==> config.mk <==
export PLATFORM = sky130hd
export DESIGN_NAME = ccdc_clock_divider_control
export DESIGN_NICKNAME = d
export VERILOG_FILES = /design/src/design/ccdc_pkg.sv /design/src/design/ccdc_divider.sv /design/src/design/ccdc_clock_divider_control.sv
export SDC_FILE = /design/constraint.sdc
export NUM_CORES = 1
export LEC_CHECK = 0
export BUFFER_PORTS_ARGS = -buffer_cell sky130_fd_sc_hd__buf_4
export CAP_MARGIN = 20
export CORE_UTILIZATION = 35
export DETAILED_ROUTE_END_ITERATION = 6
export MAX_ROUTING_LAYER = met4
export SLEW_MARGIN = 20
export SYNTH_ARGS = -nofsm -noshare
export SYNTH_HDL_FRONTEND = slang
export SYNTH_SLANG_ARGS = --single-unit
==> constraint.sdc <==
create_clock -name mclk -period 8.9 [get_ports mclk]
set_input_delay 1.78 -clock mclk [delete_from_list [all_inputs] [get_ports mclk]]
set_output_delay 1.78 -clock mclk [all_outputs]
set_load 0.02 [all_outputs]
==> src/design/ccdc_pkg.sv <==
// ****************************************************************
// register map, field layout and source codes
// ****************************************************************
package ccdc_pkg;

  // register offsets
  localparam logic [7:0] OFS_BITCLK_HIGH = 8'h3B;
  localparam logic [7:0] OFS_PBCLK_LOW = 8'h3C;
  localparam logic [7:0] OFS_SBCLK_LOW = 8'h3D;
  localparam logic [7:0] OFS_ANALOG_NM = 8'h3E;
  localparam logic [7:0] OFS_CORE_EN = 8'h44;
  localparam logic [7:0] OFS_PATH_EN = 8'h45;
  localparam logic [7:0] OFS_CLKOUT_SRC = 8'h46;
  localparam logic [7:0] OFS_CLOCK_OUTPUT_RATIO = 8'h47;
  localparam logic [7:0] OFS_BOOST_CFG = 8'h48;
  localparam logic [7:0] OFS_AUX_CFG = 8'h49;

  // writable bits per register, reserved bits stay zero
  localparam logic [7:0] MSK_BITCLK_HIGH = 8'h06;
  localparam logic [7:0] MSK_FULL = 8'hFF;
  localparam logic [7:0] MSK_ANALOG_NM = 8'h3F;
  localparam logic [7:0] MSK_CORE_EN = 8'h07;
  localparam logic [7:0] MSK_CLKOUT_SRC = 8'h07;
  localparam logic [7:0] MSK_BOOST_CFG = 8'h7F;

  // reset values
  localparam logic [7:0] RST_ZERO = 8'h00;
  localparam logic [7:0] RST_ONE = 8'h01;

  // bit positions
  localparam int BIT_PBCLK_HIGH = 2;
  localparam int BIT_SBCLK_HIGH = 1;
  localparam int BIT_N_ON = 2;
  localparam int BIT_M_ON = 1;
  localparam int BIT_PDM_ON = 0;
  localparam int BIT_REC_DEM_ON = 7;
  localparam int BIT_REC_MOD_ON = 6;
  localparam int BIT_PLAY_DEM_ON = 5;
  localparam int BIT_PLAY_MOD_ON = 4;
  localparam int BIT_PBCLK_ON = 3;
  localparam int BIT_SBCLK_ON = 2;
  localparam int BIT_PFS_ON = 1;
  localparam int BIT_SFS_ON = 0;
  localparam int BIT_CLKOUT_ON = 7;
  localparam int BIT_BST_FREQ = 6;
  localparam int BIT_SRC_MANUAL = 5;
  localparam int BIT_SRC_OSC = 4;
  localparam int BIT_EN_MANUAL = 3;
  localparam int BIT_MANUAL_ON = 2;
  localparam int AUX_FREQ_MSB = 7;
  localparam int AUX_FREQ_LSB = 6;
  localparam int RATIO_MSB = 1;

  // field widths
  localparam int BITCLK_CODE_W = 9;
  localparam int NM_CODE_W = 6;
  localparam int CLKOUT_CODE_W = 7;
  localparam int POW2_W = 6;

  // clock source indices, equal to the clock-output source codes
  localparam int NUM_SRC = 6;
  localparam logic [2:0] SRC_PLL = 3'h0;
  localparam logic [2:0] SRC_PBCLK = 3'h1;
  localparam logic [2:0] SRC_SBCLK = 3'h2;
  localparam logic [2:0] SRC_CONTROLLER_MASTER_CLOCK = 3'h3;
  localparam logic [2:0] SRC_OSC = 3'h4;
  localparam logic [2:0] SRC_DSP = 3'h5;

  // auxiliary converter frequency codes
  localparam logic [1:0] AUX_FREQ_12M = 2'h3;

endpackage : ccdc_pkg

==> src/design/ccdc_divider.sv <==
`timescale 1ns/1ps
// ****************************************************************
// edge-counting divider of a sampled source clock
// ****************************************************************
module ccdc_divider #(
  parameter int W = 8
) (
  // clock and reset
  input wire logic mclk,
  input wire logic resetn,
  // control
  input wire logic en,
  input wire logic [W:0] ratio,
  // source as sampled level and rising-edge pulse
  input wire logic src_lvl,
  input wire logic src_rise,
  // divided clock
  output logic div_out
);

  // refuse widths the counter cannot serve
  if (W < 1) begin : g_bad_w
    $error("ccdc_divider: W must be at least 1");
  end

  localparam logic [W:0] ONE = {{W{1'b0}}, 1'b1};

  typedef struct packed {
    logic [W:0] cnt_r; // source edges counted in this period
    logic out_r; // divided clock level
  } ccdc_div_t;

  ccdc_div_t state_r;
  ccdc_div_t state_nxt;
  logic [W:0] cnt_step; // counter after this edge
  logic [W:0] half; // edges spent high per period

  // next-state logic
  always_comb begin
    state_nxt = state_r;
    half = ratio >> 1;
    cnt_step = state_r.cnt_r + ONE;
    if (cnt_step >= ratio) begin
      cnt_step = '0;
    end
    if (!en) begin
      // disabled: static low, counter held at zero
      state_nxt.cnt_r = '0;
      state_nxt.out_r = 1'b0;
    end else if (ratio == ONE) begin
      // divide by one follows the source
      state_nxt.cnt_r = '0;
      state_nxt.out_r = src_lvl;
    end else if (src_rise) begin
      // high for the first half of each period
      state_nxt.cnt_r = cnt_step;
      state_nxt.out_r = (cnt_step < half);
    end
  end

  // state register
  always_ff @(posedge mclk) begin
    if (!resetn) begin
      state_r <= '0;
    end else begin
      state_r <= state_nxt;
    end
  end

  assign div_out = state_r.out_r;

endmodule : ccdc_divider

==> src/design/ccdc_clock_divider_control.sv <==
`timescale 1ns/1ps
// What this block does
// - primary bit-clock high bit at bit 2
// - secondary bit-clock high bit at bit 1
// - nine-bit bit-clock code, zero divides by 512
// - auto detection overrides programmed bit-clock and analog codes
// - six-bit analog ratio, zero divides by 64
// - n, m, pdm enables at bits 2..0
// - dem and modulator enables at bits 7..4
// - bit-clock and frame-sync enables at bits 3..0
// - clock-output source code, six sources, two reserved
// - clock-output divider runs only with bit 7
// - seven-bit clock-output ratio, zero divides by 128
// - boost bit 6 picks six or three MHz
// - boost source automatic unless bit 5 set
// - manual boost source: audio or oscillator
// - boost enable automatic unless bit 3 set
// - manual boost enable bit 2
// - manual boost ratio 1, 2, 4, 8
// - aux frequency code, twelve MHz needs oscillator
// - aux divider copies the boost source and enable scheme, with its own bits 5..2
module ccdc_clock_divider_control
  import ccdc_pkg::*;
(
  // clock and reset
  input wire logic mclk,
  input wire logic resetn,
  // register port
  input wire logic [7:0] reg_addr,
  input wire logic [7:0] reg_wdata,
  input wire logic reg_wr,
  input wire logic reg_rd,
  output logic [7:0] reg_rdata,
  // source clocks, asynchronous to mclk
  input wire logic pll_clk,
  input wire logic primary_serial_port_bitclk,
  input wire logic secondary_serial_port_bitclk,
  input wire logic controller_master_clock,
  input wire logic osc_clk,
  input wire logic dsp_clk,
  // clock detection results, mclk domain
  input wire logic auto_detect_en,
  input wire logic [BITCLK_CODE_W-1:0] auto_primary_code,
  input wire logic [BITCLK_CODE_W-1:0] auto_secondary_code,
  input wire logic [NM_CODE_W-1:0] auto_nm_code,
  input wire logic auto_aux_from_osc,
  input wire logic auto_aux_on,
  // divided clocks
  output logic primary_bitclk_div_out,
  output logic secondary_bitclk_div_out,
  output logic analog_nm_clk,
  output logic clock_output_clk,
  output logic boost_clk,
  output logic aux_converter_clk,
  // divider enables for the rest of the clock tree
  output logic n_divider_on,
  output logic m_divider_on,
  output logic pdm_divider_on,
  output logic record_dem_divider_on,
  output logic record_modulator_divider_on,
  output logic playback_dem_divider_on,
  output logic playback_modulator_divider_on,
  output logic primary_framesync_divider_on,
  output logic secondary_framesync_divider_on
);

  // ****************************************************************
  // state
  // ****************************************************************

  typedef struct packed {
    logic [7:0] high_r; // bit-clock high bits
    logic [7:0] plow_r; // primary bit-clock low byte
    logic [7:0] slow_r; // secondary bit-clock low byte
    logic [7:0] nm_r; // analog n-m ratio
    logic [7:0] core_r; // core divider enables
    logic [7:0] path_r; // path divider enables
    logic [7:0] osrc_r; // clock-output source
    logic [7:0] odiv_r; // clock-output enable and ratio
    logic [7:0] bst_r; // boost clock configuration
    logic [7:0] aux_r; // aux converter clock configuration
    logic [7:0] rdata_r; // read data
    logic [NUM_SRC-1:0] s1_r; // first synchroniser stage
    logic [NUM_SRC-1:0] s2_r; // second synchroniser stage
    logic [NUM_SRC-1:0] prev_r; // delayed copy for edge detect
  } ccdc_state_t;

  ccdc_state_t state_r;
  ccdc_state_t state_nxt;

  // ****************************************************************
  // source sampling
  // ****************************************************************

  logic [NUM_SRC-1:0] src_raw; // raw source pins
  logic [NUM_SRC-1:0] src_lvl; // synchronised levels
  logic [NUM_SRC-1:0] src_rise; // one-cycle rising-edge pulses

  assign src_raw[SRC_PLL] = pll_clk;
  assign src_raw[SRC_PBCLK] = primary_serial_port_bitclk;
  assign src_raw[SRC_SBCLK] = secondary_serial_port_bitclk;
  assign src_raw[SRC_CONTROLLER_MASTER_CLOCK] = controller_master_clock;
  assign src_raw[SRC_OSC] = osc_clk;
  assign src_raw[SRC_DSP] = dsp_clk;
  assign src_lvl = state_r.s2_r;
  assign src_rise = state_r.s2_r & ~state_r.prev_r;

  // ****************************************************************
  // register file
  // ****************************************************************

  // writes store only the writable bits, reads return the register
  always_comb begin
    state_nxt = state_r;
    state_nxt.s1_r = src_raw;
    state_nxt.s2_r = state_r.s1_r;
    state_nxt.prev_r = state_r.s2_r;
    if (reg_wr) begin
      // reserved bits are masked so they read back as zero
      case (reg_addr)
        OFS_BITCLK_HIGH: begin
          state_nxt.high_r = reg_wdata & MSK_BITCLK_HIGH;
        end
        OFS_PBCLK_LOW: begin
          state_nxt.plow_r = reg_wdata & MSK_FULL;
        end
        OFS_SBCLK_LOW: begin
          state_nxt.slow_r = reg_wdata & MSK_FULL;
        end
        OFS_ANALOG_NM: begin
          state_nxt.nm_r = reg_wdata & MSK_ANALOG_NM;
        end
        OFS_CORE_EN: begin
          state_nxt.core_r = reg_wdata & MSK_CORE_EN;
        end
        OFS_PATH_EN: begin
          state_nxt.path_r = reg_wdata & MSK_FULL;
        end
        OFS_CLKOUT_SRC: begin
          state_nxt.osrc_r = reg_wdata & MSK_CLKOUT_SRC;
        end
        OFS_CLOCK_OUTPUT_RATIO: begin
          state_nxt.odiv_r = reg_wdata & MSK_FULL;
        end
        OFS_BOOST_CFG: begin
          state_nxt.bst_r = reg_wdata & MSK_BOOST_CFG;
        end
        OFS_AUX_CFG: begin
          state_nxt.aux_r = reg_wdata & MSK_FULL;
        end
        default: begin
          // unmapped writes are dropped
        end
      endcase
    end
    if (reg_rd) begin
      case (reg_addr)
        OFS_BITCLK_HIGH: state_nxt.rdata_r = state_r.high_r;
        OFS_PBCLK_LOW: state_nxt.rdata_r = state_r.plow_r;
        OFS_SBCLK_LOW: state_nxt.rdata_r = state_r.slow_r;
        OFS_ANALOG_NM: state_nxt.rdata_r = state_r.nm_r;
        OFS_CORE_EN: state_nxt.rdata_r = state_r.core_r;
        OFS_PATH_EN: state_nxt.rdata_r = state_r.path_r;
        OFS_CLKOUT_SRC: state_nxt.rdata_r = state_r.osrc_r;
        OFS_CLOCK_OUTPUT_RATIO: state_nxt.rdata_r = state_r.odiv_r;
        OFS_BOOST_CFG: state_nxt.rdata_r = state_r.bst_r;
        OFS_AUX_CFG: state_nxt.rdata_r = state_r.aux_r;
        default: state_nxt.rdata_r = RST_ZERO;
      endcase
    end
  end

  // state register with documented reset values
  always_ff @(posedge mclk) begin
    if (!resetn) begin
      state_r <= '0;
      state_r.high_r <= RST_ZERO;
      state_r.plow_r <= RST_ONE;
      state_r.slow_r <= RST_ONE;
      state_r.nm_r <= RST_ONE;
      state_r.core_r <= RST_ZERO;
      state_r.path_r <= RST_ZERO;
      state_r.osrc_r <= RST_ZERO;
      state_r.odiv_r <= RST_ONE;
      state_r.bst_r <= RST_ZERO;
      state_r.aux_r <= RST_ZERO;
    end else begin
      state_r <= state_nxt;
    end
  end

  // ****************************************************************
  // ratio and source decode
  // ****************************************************************

  logic [BITCLK_CODE_W-1:0] pcode; // effective primary code
  logic [BITCLK_CODE_W-1:0] scode; // effective secondary code
  logic [NM_CODE_W-1:0] nmcode; // effective analog code
  logic [CLKOUT_CODE_W-1:0] ocode; // clock-output code
  logic [BITCLK_CODE_W:0] pratio;
  logic [BITCLK_CODE_W:0] sratio;
  logic [NM_CODE_W:0] nmratio;
  logic [CLKOUT_CODE_W:0] oratio;
  logic [2:0] osel; // clock-output source code
  logic osel_ok; // source code is not reserved
  logic o_lvl;
  logic o_rise;
  logic bst_osc; // boost runs from the oscillator
  logic bst_on;
  logic [2:0] bst_shift;
  logic [POW2_W:0] bst_ratio;
  logic aux_osc; // aux runs from the oscillator
  logic aux_on;
  logic [1:0] aux_freq;
  logic [2:0] aux_shift;
  logic [POW2_W:0] aux_ratio;

  // bit-clock and analog codes, overridden by detection
  assign pcode = auto_detect_en ? auto_primary_code
               : {state_r.high_r[BIT_PBCLK_HIGH], state_r.plow_r};
  assign scode = auto_detect_en ? auto_secondary_code
               : {state_r.high_r[BIT_SBCLK_HIGH], state_r.slow_r};
  assign nmcode = auto_detect_en ? auto_nm_code : state_r.nm_r[NM_CODE_W-1:0];
  assign ocode = state_r.odiv_r[CLKOUT_CODE_W-1:0];

  // a zero code sets only the top ratio bit: 512, 64 or 128
  assign pratio = {pcode == '0, pcode};
  assign sratio = {scode == '0, scode};
  assign nmratio = {nmcode == '0, nmcode};
  assign oratio = {ocode == '0, ocode};

  // clock-output source mux, reserved codes feed no edges
  assign osel = state_r.osrc_r[2:0];
  assign osel_ok = (osel <= SRC_DSP);
  assign o_lvl = osel_ok ? src_lvl[osel] : 1'b0;
  assign o_rise = osel_ok ? src_rise[osel] : 1'b0;

  // boost source, enable and power-of-two ratio
  always_comb begin
    bst_osc = state_r.bst_r[BIT_SRC_MANUAL] ? state_r.bst_r[BIT_SRC_OSC]
            : auto_aux_from_osc;
    bst_on = state_r.bst_r[BIT_EN_MANUAL] ? state_r.bst_r[BIT_MANUAL_ON]
           : auto_aux_on;
    bst_shift = '0;
    if (state_r.bst_r[BIT_SRC_MANUAL]) begin
      bst_shift = {1'b0, state_r.bst_r[RATIO_MSB:0]};
    end
    // three MHz mode halves the clock once more
    bst_shift = bst_shift + {2'b00, state_r.bst_r[BIT_BST_FREQ]};
    bst_ratio = {{POW2_W{1'b0}}, 1'b1} << bst_shift;
  end

  // aux converter clock: same scheme plus a two-bit frequency code
  always_comb begin
    aux_osc = state_r.aux_r[BIT_SRC_MANUAL] ? state_r.aux_r[BIT_SRC_OSC]
            : auto_aux_from_osc;
    aux_on = state_r.aux_r[BIT_EN_MANUAL] ? state_r.aux_r[BIT_MANUAL_ON]
           : auto_aux_on;
    aux_freq = state_r.aux_r[AUX_FREQ_MSB:AUX_FREQ_LSB];
    aux_shift = '0;
    if (state_r.aux_r[BIT_SRC_MANUAL]) begin
      aux_shift = {1'b0, state_r.aux_r[RATIO_MSB:0]};
    end
    // twelve MHz is undivided and only from the oscillator
    if (aux_freq == AUX_FREQ_12M) begin
      if (!aux_osc) begin
        aux_shift = aux_shift + 3'h1;
      end
    end else begin
      aux_shift = aux_shift + {1'b0, aux_freq} + 3'h1;
    end
    aux_ratio = {{POW2_W{1'b0}}, 1'b1} << aux_shift;
  end

  // ****************************************************************
  // dividers
  // ****************************************************************

  // primary bit-clock divider
  ccdc_divider #(.W(BITCLK_CODE_W)) u_pbclk (
    .mclk(mclk),
    .resetn(resetn),
    .en(state_r.path_r[BIT_PBCLK_ON]),
    .ratio(pratio),
    .src_lvl(src_lvl[SRC_PLL]),
    .src_rise(src_rise[SRC_PLL]),
    .div_out(primary_bitclk_div_out)
  );

  // secondary bit-clock divider
  ccdc_divider #(.W(BITCLK_CODE_W)) u_sbclk (
    .mclk(mclk),
    .resetn(resetn),
    .en(state_r.path_r[BIT_SBCLK_ON]),
    .ratio(sratio),
    .src_lvl(src_lvl[SRC_PLL]),
    .src_rise(src_rise[SRC_PLL]),
    .div_out(secondary_bitclk_div_out)
  );

  // analog n-m divider, gated by the n divider enable
  ccdc_divider #(.W(NM_CODE_W)) u_nm (
    .mclk(mclk),
    .resetn(resetn),
    .en(state_r.core_r[BIT_N_ON]),
    .ratio(nmratio),
    .src_lvl(src_lvl[SRC_PLL]),
    .src_rise(src_rise[SRC_PLL]),
    .div_out(analog_nm_clk)
  );

  // general purpose clock-output divider
  ccdc_divider #(.W(CLKOUT_CODE_W)) u_clkout (
    .mclk(mclk),
    .resetn(resetn),
    .en(state_r.odiv_r[BIT_CLKOUT_ON] && osel_ok),
    .ratio(oratio),
    .src_lvl(o_lvl),
    .src_rise(o_rise),
    .div_out(clock_output_clk)
  );

  // boost converter clock divider
  ccdc_divider #(.W(POW2_W)) u_boost (
    .mclk(mclk),
    .resetn(resetn),
    .en(bst_on),
    .ratio(bst_ratio),
    .src_lvl(bst_osc ? src_lvl[SRC_OSC] : src_lvl[SRC_PLL]),
    .src_rise(bst_osc ? src_rise[SRC_OSC] : src_rise[SRC_PLL]),
    .div_out(boost_clk)
  );

  // aux converter clock divider
  ccdc_divider #(.W(POW2_W)) u_aux (
    .mclk(mclk),
    .resetn(resetn),
    .en(aux_on),
    .ratio(aux_ratio),
    .src_lvl(aux_osc ? src_lvl[SRC_OSC] : src_lvl[SRC_PLL]),
    .src_rise(aux_osc ? src_rise[SRC_OSC] : src_rise[SRC_PLL]),
    .div_out(aux_converter_clk)
  );

  // ****************************************************************
  // outputs
  // ****************************************************************

  assign reg_rdata = state_r.rdata_r;
  assign n_divider_on = state_r.core_r[BIT_N_ON];
  assign m_divider_on = state_r.core_r[BIT_M_ON];
  assign pdm_divider_on = state_r.core_r[BIT_PDM_ON];
  assign record_dem_divider_on = state_r.path_r[BIT_REC_DEM_ON];
  assign record_modulator_divider_on = state_r.path_r[BIT_REC_MOD_ON];
  assign playback_dem_divider_on = state_r.path_r[BIT_PLAY_DEM_ON];
  assign playback_modulator_divider_on = state_r.path_r[BIT_PLAY_MOD_ON];
  assign primary_framesync_divider_on = state_r.path_r[BIT_PFS_ON];
  assign secondary_framesync_divider_on = state_r.path_r[BIT_SFS_ON];

endmodule : ccdc_clock_divider_control

* After elaboration in Yosys (flattened, before gate mapping)
Index checks and enable logic that the tools add are counted.
Widths: inputs -> output; s select.
** Word-level totals
- Bits in registers :: 142
- Bits of input ports :: 53
- Output and inout port bits :: 23
- Logic and storage cells :: 151
** Operators by class
- Add/subtract/negate cells :: 10
- Magnitude comparators :: 14
- Equal/unequal tests :: 17
- Shift operators :: 2
- Muxes and demuxes :: 40
- Bitwise logic cells :: 9
- Reductions and logical operators :: 33
** Operators by type and width (count)
- $pmux 8 s10 :: 1
- $eq 8x7->1 const B :: 6
- $eq 8x6->1 const B :: 4
- $reduce_and 2->1 :: 16
- $mux 1 :: 24
- $add 7x1->7 const B :: 3
- $eq 7x1->1 const B :: 3
- $ge 7x7->1 :: 3
- $lt 7x6->1 :: 3
- $mux 7 :: 3
- $add 10x1->10 const B :: 2
- $eq 10x1->1 const B :: 2
- $ge 10x10->1 :: 2
- $lt 10x9->1 :: 2
- $mux 10 :: 2
- $logic_not 9->1 :: 2
- $mux 9 :: 2
- $reduce_or 3->1 :: 6
- $shl 1x3->7 const A :: 2
- $reduce_bool 2->1 :: 6
- $add 8x1->8 const B :: 1
- $eq 8x1->1 const B :: 1
- $ge 8x8->1 :: 1
- $lt 8x7->1 :: 1
- other kinds (17) :: 27

* Logic depth before layout (Yosys ltp)
- Depth after elaboration :: 10
- Mapped depth :: 20
- Depth with buffers taken out :: 18

* By module
A second synthesis with hierarchy kept.
** Unflattened totals
- Cells, all modules :: 1211
- Area total of the unflattened synthesis :: 10731.5 um2
** By module, submodules not included
- ccdc_clock_divider_control :: instances 1, cells an instance 497, area an instance 4794.6 um2, sequential area each 1741.7 um2
- ccdc_divider at u_pbclk ... :: instances 2, cells an instance 147, area an instance 1277.5 um2, sequential area each 220.2 um2
- ccdc_divider at u_aux ... :: instances 2, cells an instance 101, area an instance 817.0 um2, sequential area each 160.2 um2
- ccdc_divider at u_clkout :: instances 1, cells an instance 117, area an instance 927.1 um2, sequential area each 180.2 um2
- ccdc_divider at u_nm :: instances 1, cells an instance 101, area an instance 820.8 um2, sequential area each 160.2 um2

* Least setup slack after synthesis
No wires, ideal clock.
- Kind :: input to register
- Start :: input auto_detect_en
- End :: register u_sbclk.state_r (netlist bit u_sbclk.div_out)
- Setup time :: 0.092 ns
- Arrival time :: 5.428 ns
- Required time :: 8.808 ns
- Slack :: 3.380 ns
- Stages on the path :: 17
- Buffers on the path :: 5
- Cell sequence :: buf_2 -> buf_2 -> buf_2 -> buf_2 -> mux2i_1 -> ha_1 -> a21o_1 -> a21oi_1 -> o21ai_1 -> a221oi_2 -> clkbuf_1 -> and2_1 -> ha_1 -> a21o_1 -> a211oi_1 -> o221ai_1 -> o32ai_1
** On the way
- Longest elaborated chain between the ends :: 7
- Elaborated cells between the ends (all ways) :: 9
- Those cells by class :: order compare (2); eq/ne (1); mux (4); reduce/logical (2)
** RTL lines
- from (decl) :: line ccdc_clock_divider_control.sv:42 : input wire logic auto_detect_en,
- $mux 9 (*) :: line ccdc_clock_divider_control.sv:221 : assign scode = auto_detect_en ? auto_secondary_code
- $logic_not 9->1 :: line ccdc_clock_divider_control.sv:228 : assign sratio = {scode == '0, scode};
- $ge 10x10->1 (*) :: line ccdc_divider.sv:43 : if (cnt_step >= ratio) begin
- $mux 10 (*) :: line ccdc_divider.sv:43
- via u_sbclk.cnt_step[7] :: line ccdc_divider.sv:35 : logic [W:0] cnt_step;
- $lt 10x9->1 (*) :: line ccdc_divider.sv:57 : state_nxt.out_r = (cnt_step < half);
- $mux 1 (*) :: line ccdc_divider.sv:54 : end else if (src_rise) begin
- $mux 1 (*) :: line ccdc_divider.sv:50 : end else if (ratio == ONE) begin
- to (signal assigned) :: line ccdc_divider.sv:66 : state_r <= state_nxt;
- to (decl) :: line ccdc_divider.sv:33 : ccdc_div_t state_r;
Mark *: on every way through the listed nets, which the timed path passes. The rest lies on a longest branch. The select of a mux whose other input is x is not followed.
A chain may end at the register's enable or synchronous reset.

* Worst setup path after layout
Ends and elaborated chain as after synthesis.

==> flow_metrics.py <==
metrics = {
    "run_status": {
        "status": "finished clean",
    },
    "synth": {
        "syn_area_um2": 9690,
        "postSynthNetCount": 1301,
        "yosysTopAreaCell": "dfxtp_1",
        "synthCells": 1152,
        "synthArstFlopShare_pct": 0,
        "ys_top_cells_by_area": "dfxtp_1 (29%), ha_1 (12%), mux2i_1 (7.9%)",
        "netlist.area_leader.share_pct": 29.4,
        "synth_common_cells": "dfxtp_1 (142), nand2_1 (116), ha_1 (95)",
        "synth.most_common_cell": "dfxtp_1",
        "synth_ff_type": "dfxtp_1",
        "postSynthAreaPerCell_um2": 8.41,
        "ys_types": 74,
        "synth-edff-count": 0,
        "ys_seq_elements": 142,
        "seq_area_frac_synth_pct": 29.4,
        "yosysWarnings": 0,
    },
    "placement": {
        "placed_area_um2": 10400,
        "dp.cells": 1513,
        "io_buffers": 75,
        "dp_hpwl_mm": 19.9,
        "gp_congestion": 0.893,
        "dp_slack_ps": 3000,
    },
    "sta": {
        "rsz0062_at_grt": "false",
        "tightest_slew_ps": 928,
        "finalCritPeriodShare_pct": 58.9,
        "tns_ps": 0,
        "skew_ps": 12.4,
        "fin_ws_ps": 3660,
        "fmax_mhz": 191,
        "maxSlewViolCount": 0,
        "period_needed_ps": 5240,
        "hold_viol_final": 0,
        "slew_headroom_pct": 38.1,
        "setup_violations": 0,
    },
    "global_routing": {
        "grt_pass1_vias": 8087,
        "grt.total_usage_pct": 19.7,
        "grt_pass1_wl_mm": 43.1,
        "grt_max_degree": 52,
        "overflow": 0,
        "antenna_found_initial": 1,
    },
    "die": {
        "die-height_um": 168,
        "io_pins": 76,
        "coreArea_um2": 27000,
        "start_util_pct": 35.8,
        "die_area_um2": 28300,
        "die_w_um": 168,
        "rows": 60,
    },
    "worst_setup_path": {
        "worst_ep_required_time_ps": 9230,
        "startpoint_type": "input port",
        "crit_path_end_kind": "register",
        "worstRegToRegCells": 18,
        "crit_arrival_ps": 5580,
        "cp_max_fo": 32,
        "path_class": "in -> reg",
    },
    "cts": {
        "post_cts_resized": 0,
        "postCtsHoldBufs": 0,
        "clk_latency_ps": 430,
        "cts_tree": "done",
        "post_cts_buffers": 0,
        "htree_levels": 4,
        "clock_sinks": 142,
        "clk_pin_slew_worst_paths_ps": 60,
        "cts_root_buf": "clkbuf_16",
        "cts.path.max_buffers": 2,
        "numCtsBuffers": 17,
    },
    "finish": {
        "drive_gt1_share_pct": 11.9,
        "nFillCells": 2704,
        "final_core_util_pct": 41.0,
        "final_area_um2": 11100,
        "fin_cells": 1546,
        "seqCellArea_um2": 2840,
        "layout.nets": 1341,
        "multiInputGateArea_um2": 6400,
        "syn_to_final_growth_pct": 14.3,
    },
    "pwr": {
        "powerDensity_nw_per_um2": 138,
        "ir_drop_mv": 0.128,
        "p_leak_nw": 4.63,
    },
    "route": {
        "num_vias": 8396,
        "wire_per_inst_um": 17.2,
        "drc": 0,
        "vias_per_cell": 5.43,
        "ant_nets": 0,
        "wl_mm": 26.6,
        "dr.pass1.iters": 5,
        "first_iter_violations": 602,
    },
    "job": {
        "cap_violations": 0,
    },
    "worst_hold_path": {
        "hold_class": "reg -> reg",
        "worst_hold_path.num_cells": 1,
    },
}
worst max-delay path, stage by stage:
cell and delay, ps:
buf_4 390, mux2i_1 310, inv_1 80, or3_1 420, ha_1 340, and4_1 210
a221oi_2 610, buf_4 280, and2_1 150, ha_1 240, nand3_1 110, nor2_1 50
o21ai_0 110, o221ai_1 190, o32ai_1 280
sequential cells by signal, indices dropped and copies added (netlist names), 2 cells and up:
register and count:
reg_rdata 8, src_lvl 6, u_clkout.state_r 8, u_aux.state_r 7
aux_freq 2, u_boost.state_r 7, u_nm.state_r 7, u_pbclk.state_r 10
state_nxt 6, osel 3, u_sbclk.state_r 10, ocode 7
state_r 46
metrics by stage:
step                power, mW  hold WS, ps
floorplan               0.733          412
global placement        0.779          418
detailed placement      0.780          426
CTS                      1.54          440
global route             1.58          451
finish                   1.53          439
routing by layer:
metal | wire [um] | up-vias | part of all wire (%) | global-route usage [%]
met4 | 493 | 0 | 1.9 | 6.05
met2 | 11800 | 211 | 44 | 30.1
li1 | - | 4236 | - | -
met5 | 0 | - | 0 | -
met1 | 12600 | 3915 | 47 | 25.8
met3 | 1770 | 34 | 6.6 | 4.56
cell families (layout without fill, tap and decap cells):
family	after synthesis	count (layout)	synth area share, %
simple gates	440	440	23.7
xor+xnor	37	37	3.35
buf+inv	104	156	4.55
compound gates	247	247	17.3
fa+ha+maj	96	96	12.5
other cells	0	1	0
mux	86	86	9.25
flops	142	142	29.4
cell usage in the layout, fill, tap and decap left out, types with 5 or more instances in the layout:
| cell type | count |
|---|---|
| nor3_1 | 14 |
| nor2b_1 | 43 |
| o21ai_1 | 9 |
| and3_1 | 10 |
| a21o_1 | 25 |
| nand4_1 | 6 |
| a211oi_1 | 17 |
| mux2_2 | 7 |
| ha_1 | 95 |
| a21oi_1 | 60 |
| nand2_1 | 116 |
| nand3b_1 | 12 |
| nor4_1 | 10 |
| a31oi_1 | 13 |
| nor2_1 | 63 |
| o2111ai_1 | 6 |
| o21ai_0 | 31 |
| dfxtp_1 | 142 |
| a221oi_1 | 5 |
| a22oi_1 | 6 |
| buf_4 | 82 |
| a21boi_1 | 8 |
| xor2_1 | 26 |
| nand3_1 | 75 |
| xnor2_1 | 11 |
| or2_2 | 5 |
| inv_1 | 43 |
| nand2b_1 | 11 |
| o21a_1 | 7 |
| or4_1 | 5 |
| or3_1 | 10 |
| and2_1 | 37 |
| a21boi_0 | 22 |
| clkbuf_16 | 17 |
| mux2i_1 | 76 |
power breakdown:
part	internal [mW]	total, mW	switching (mW)	leakage (nW)
registers	0.641	0.645	0.00391	1.15
clock network	0.469	0.762	0.292	0.293
logic	0.0501	0.122	0.0721	3.19
total	1.16	1.53	0.369	4.63
final cells by class:
type	instances	share of cell area, %
diodes	1	0.0226
flip-flops and latches	142	25.7
multi-input cells	906	57.8
well taps	341	3.85
repair buffers	82	5.56
clock inverters	13	1.73
inverters	43	1.46
clock buffers	18	3.88
path summary, 6_finish.rpt:
path                            slack (ps)                     start                      endpoint
worst max register to register        4370  state_r[31]$_SDFFE_PN0P_    u_aux.div_out$_SDFFE_PN0P_
worst max-delay path                  3660            auto_detect_en  u_sbclk.div_out$_SDFFE_PN0P_
worst min-delay path                   440   state_nxt[7]$_SDFF_PN0_         src_lvl[1]$_SDFF_PN0_
worst min register to register         440   state_nxt[7]$_SDFF_PN0_         src_lvl[1]$_SDFF_PN0_
No activity file was read; power rests on OpenSTA's default activity.
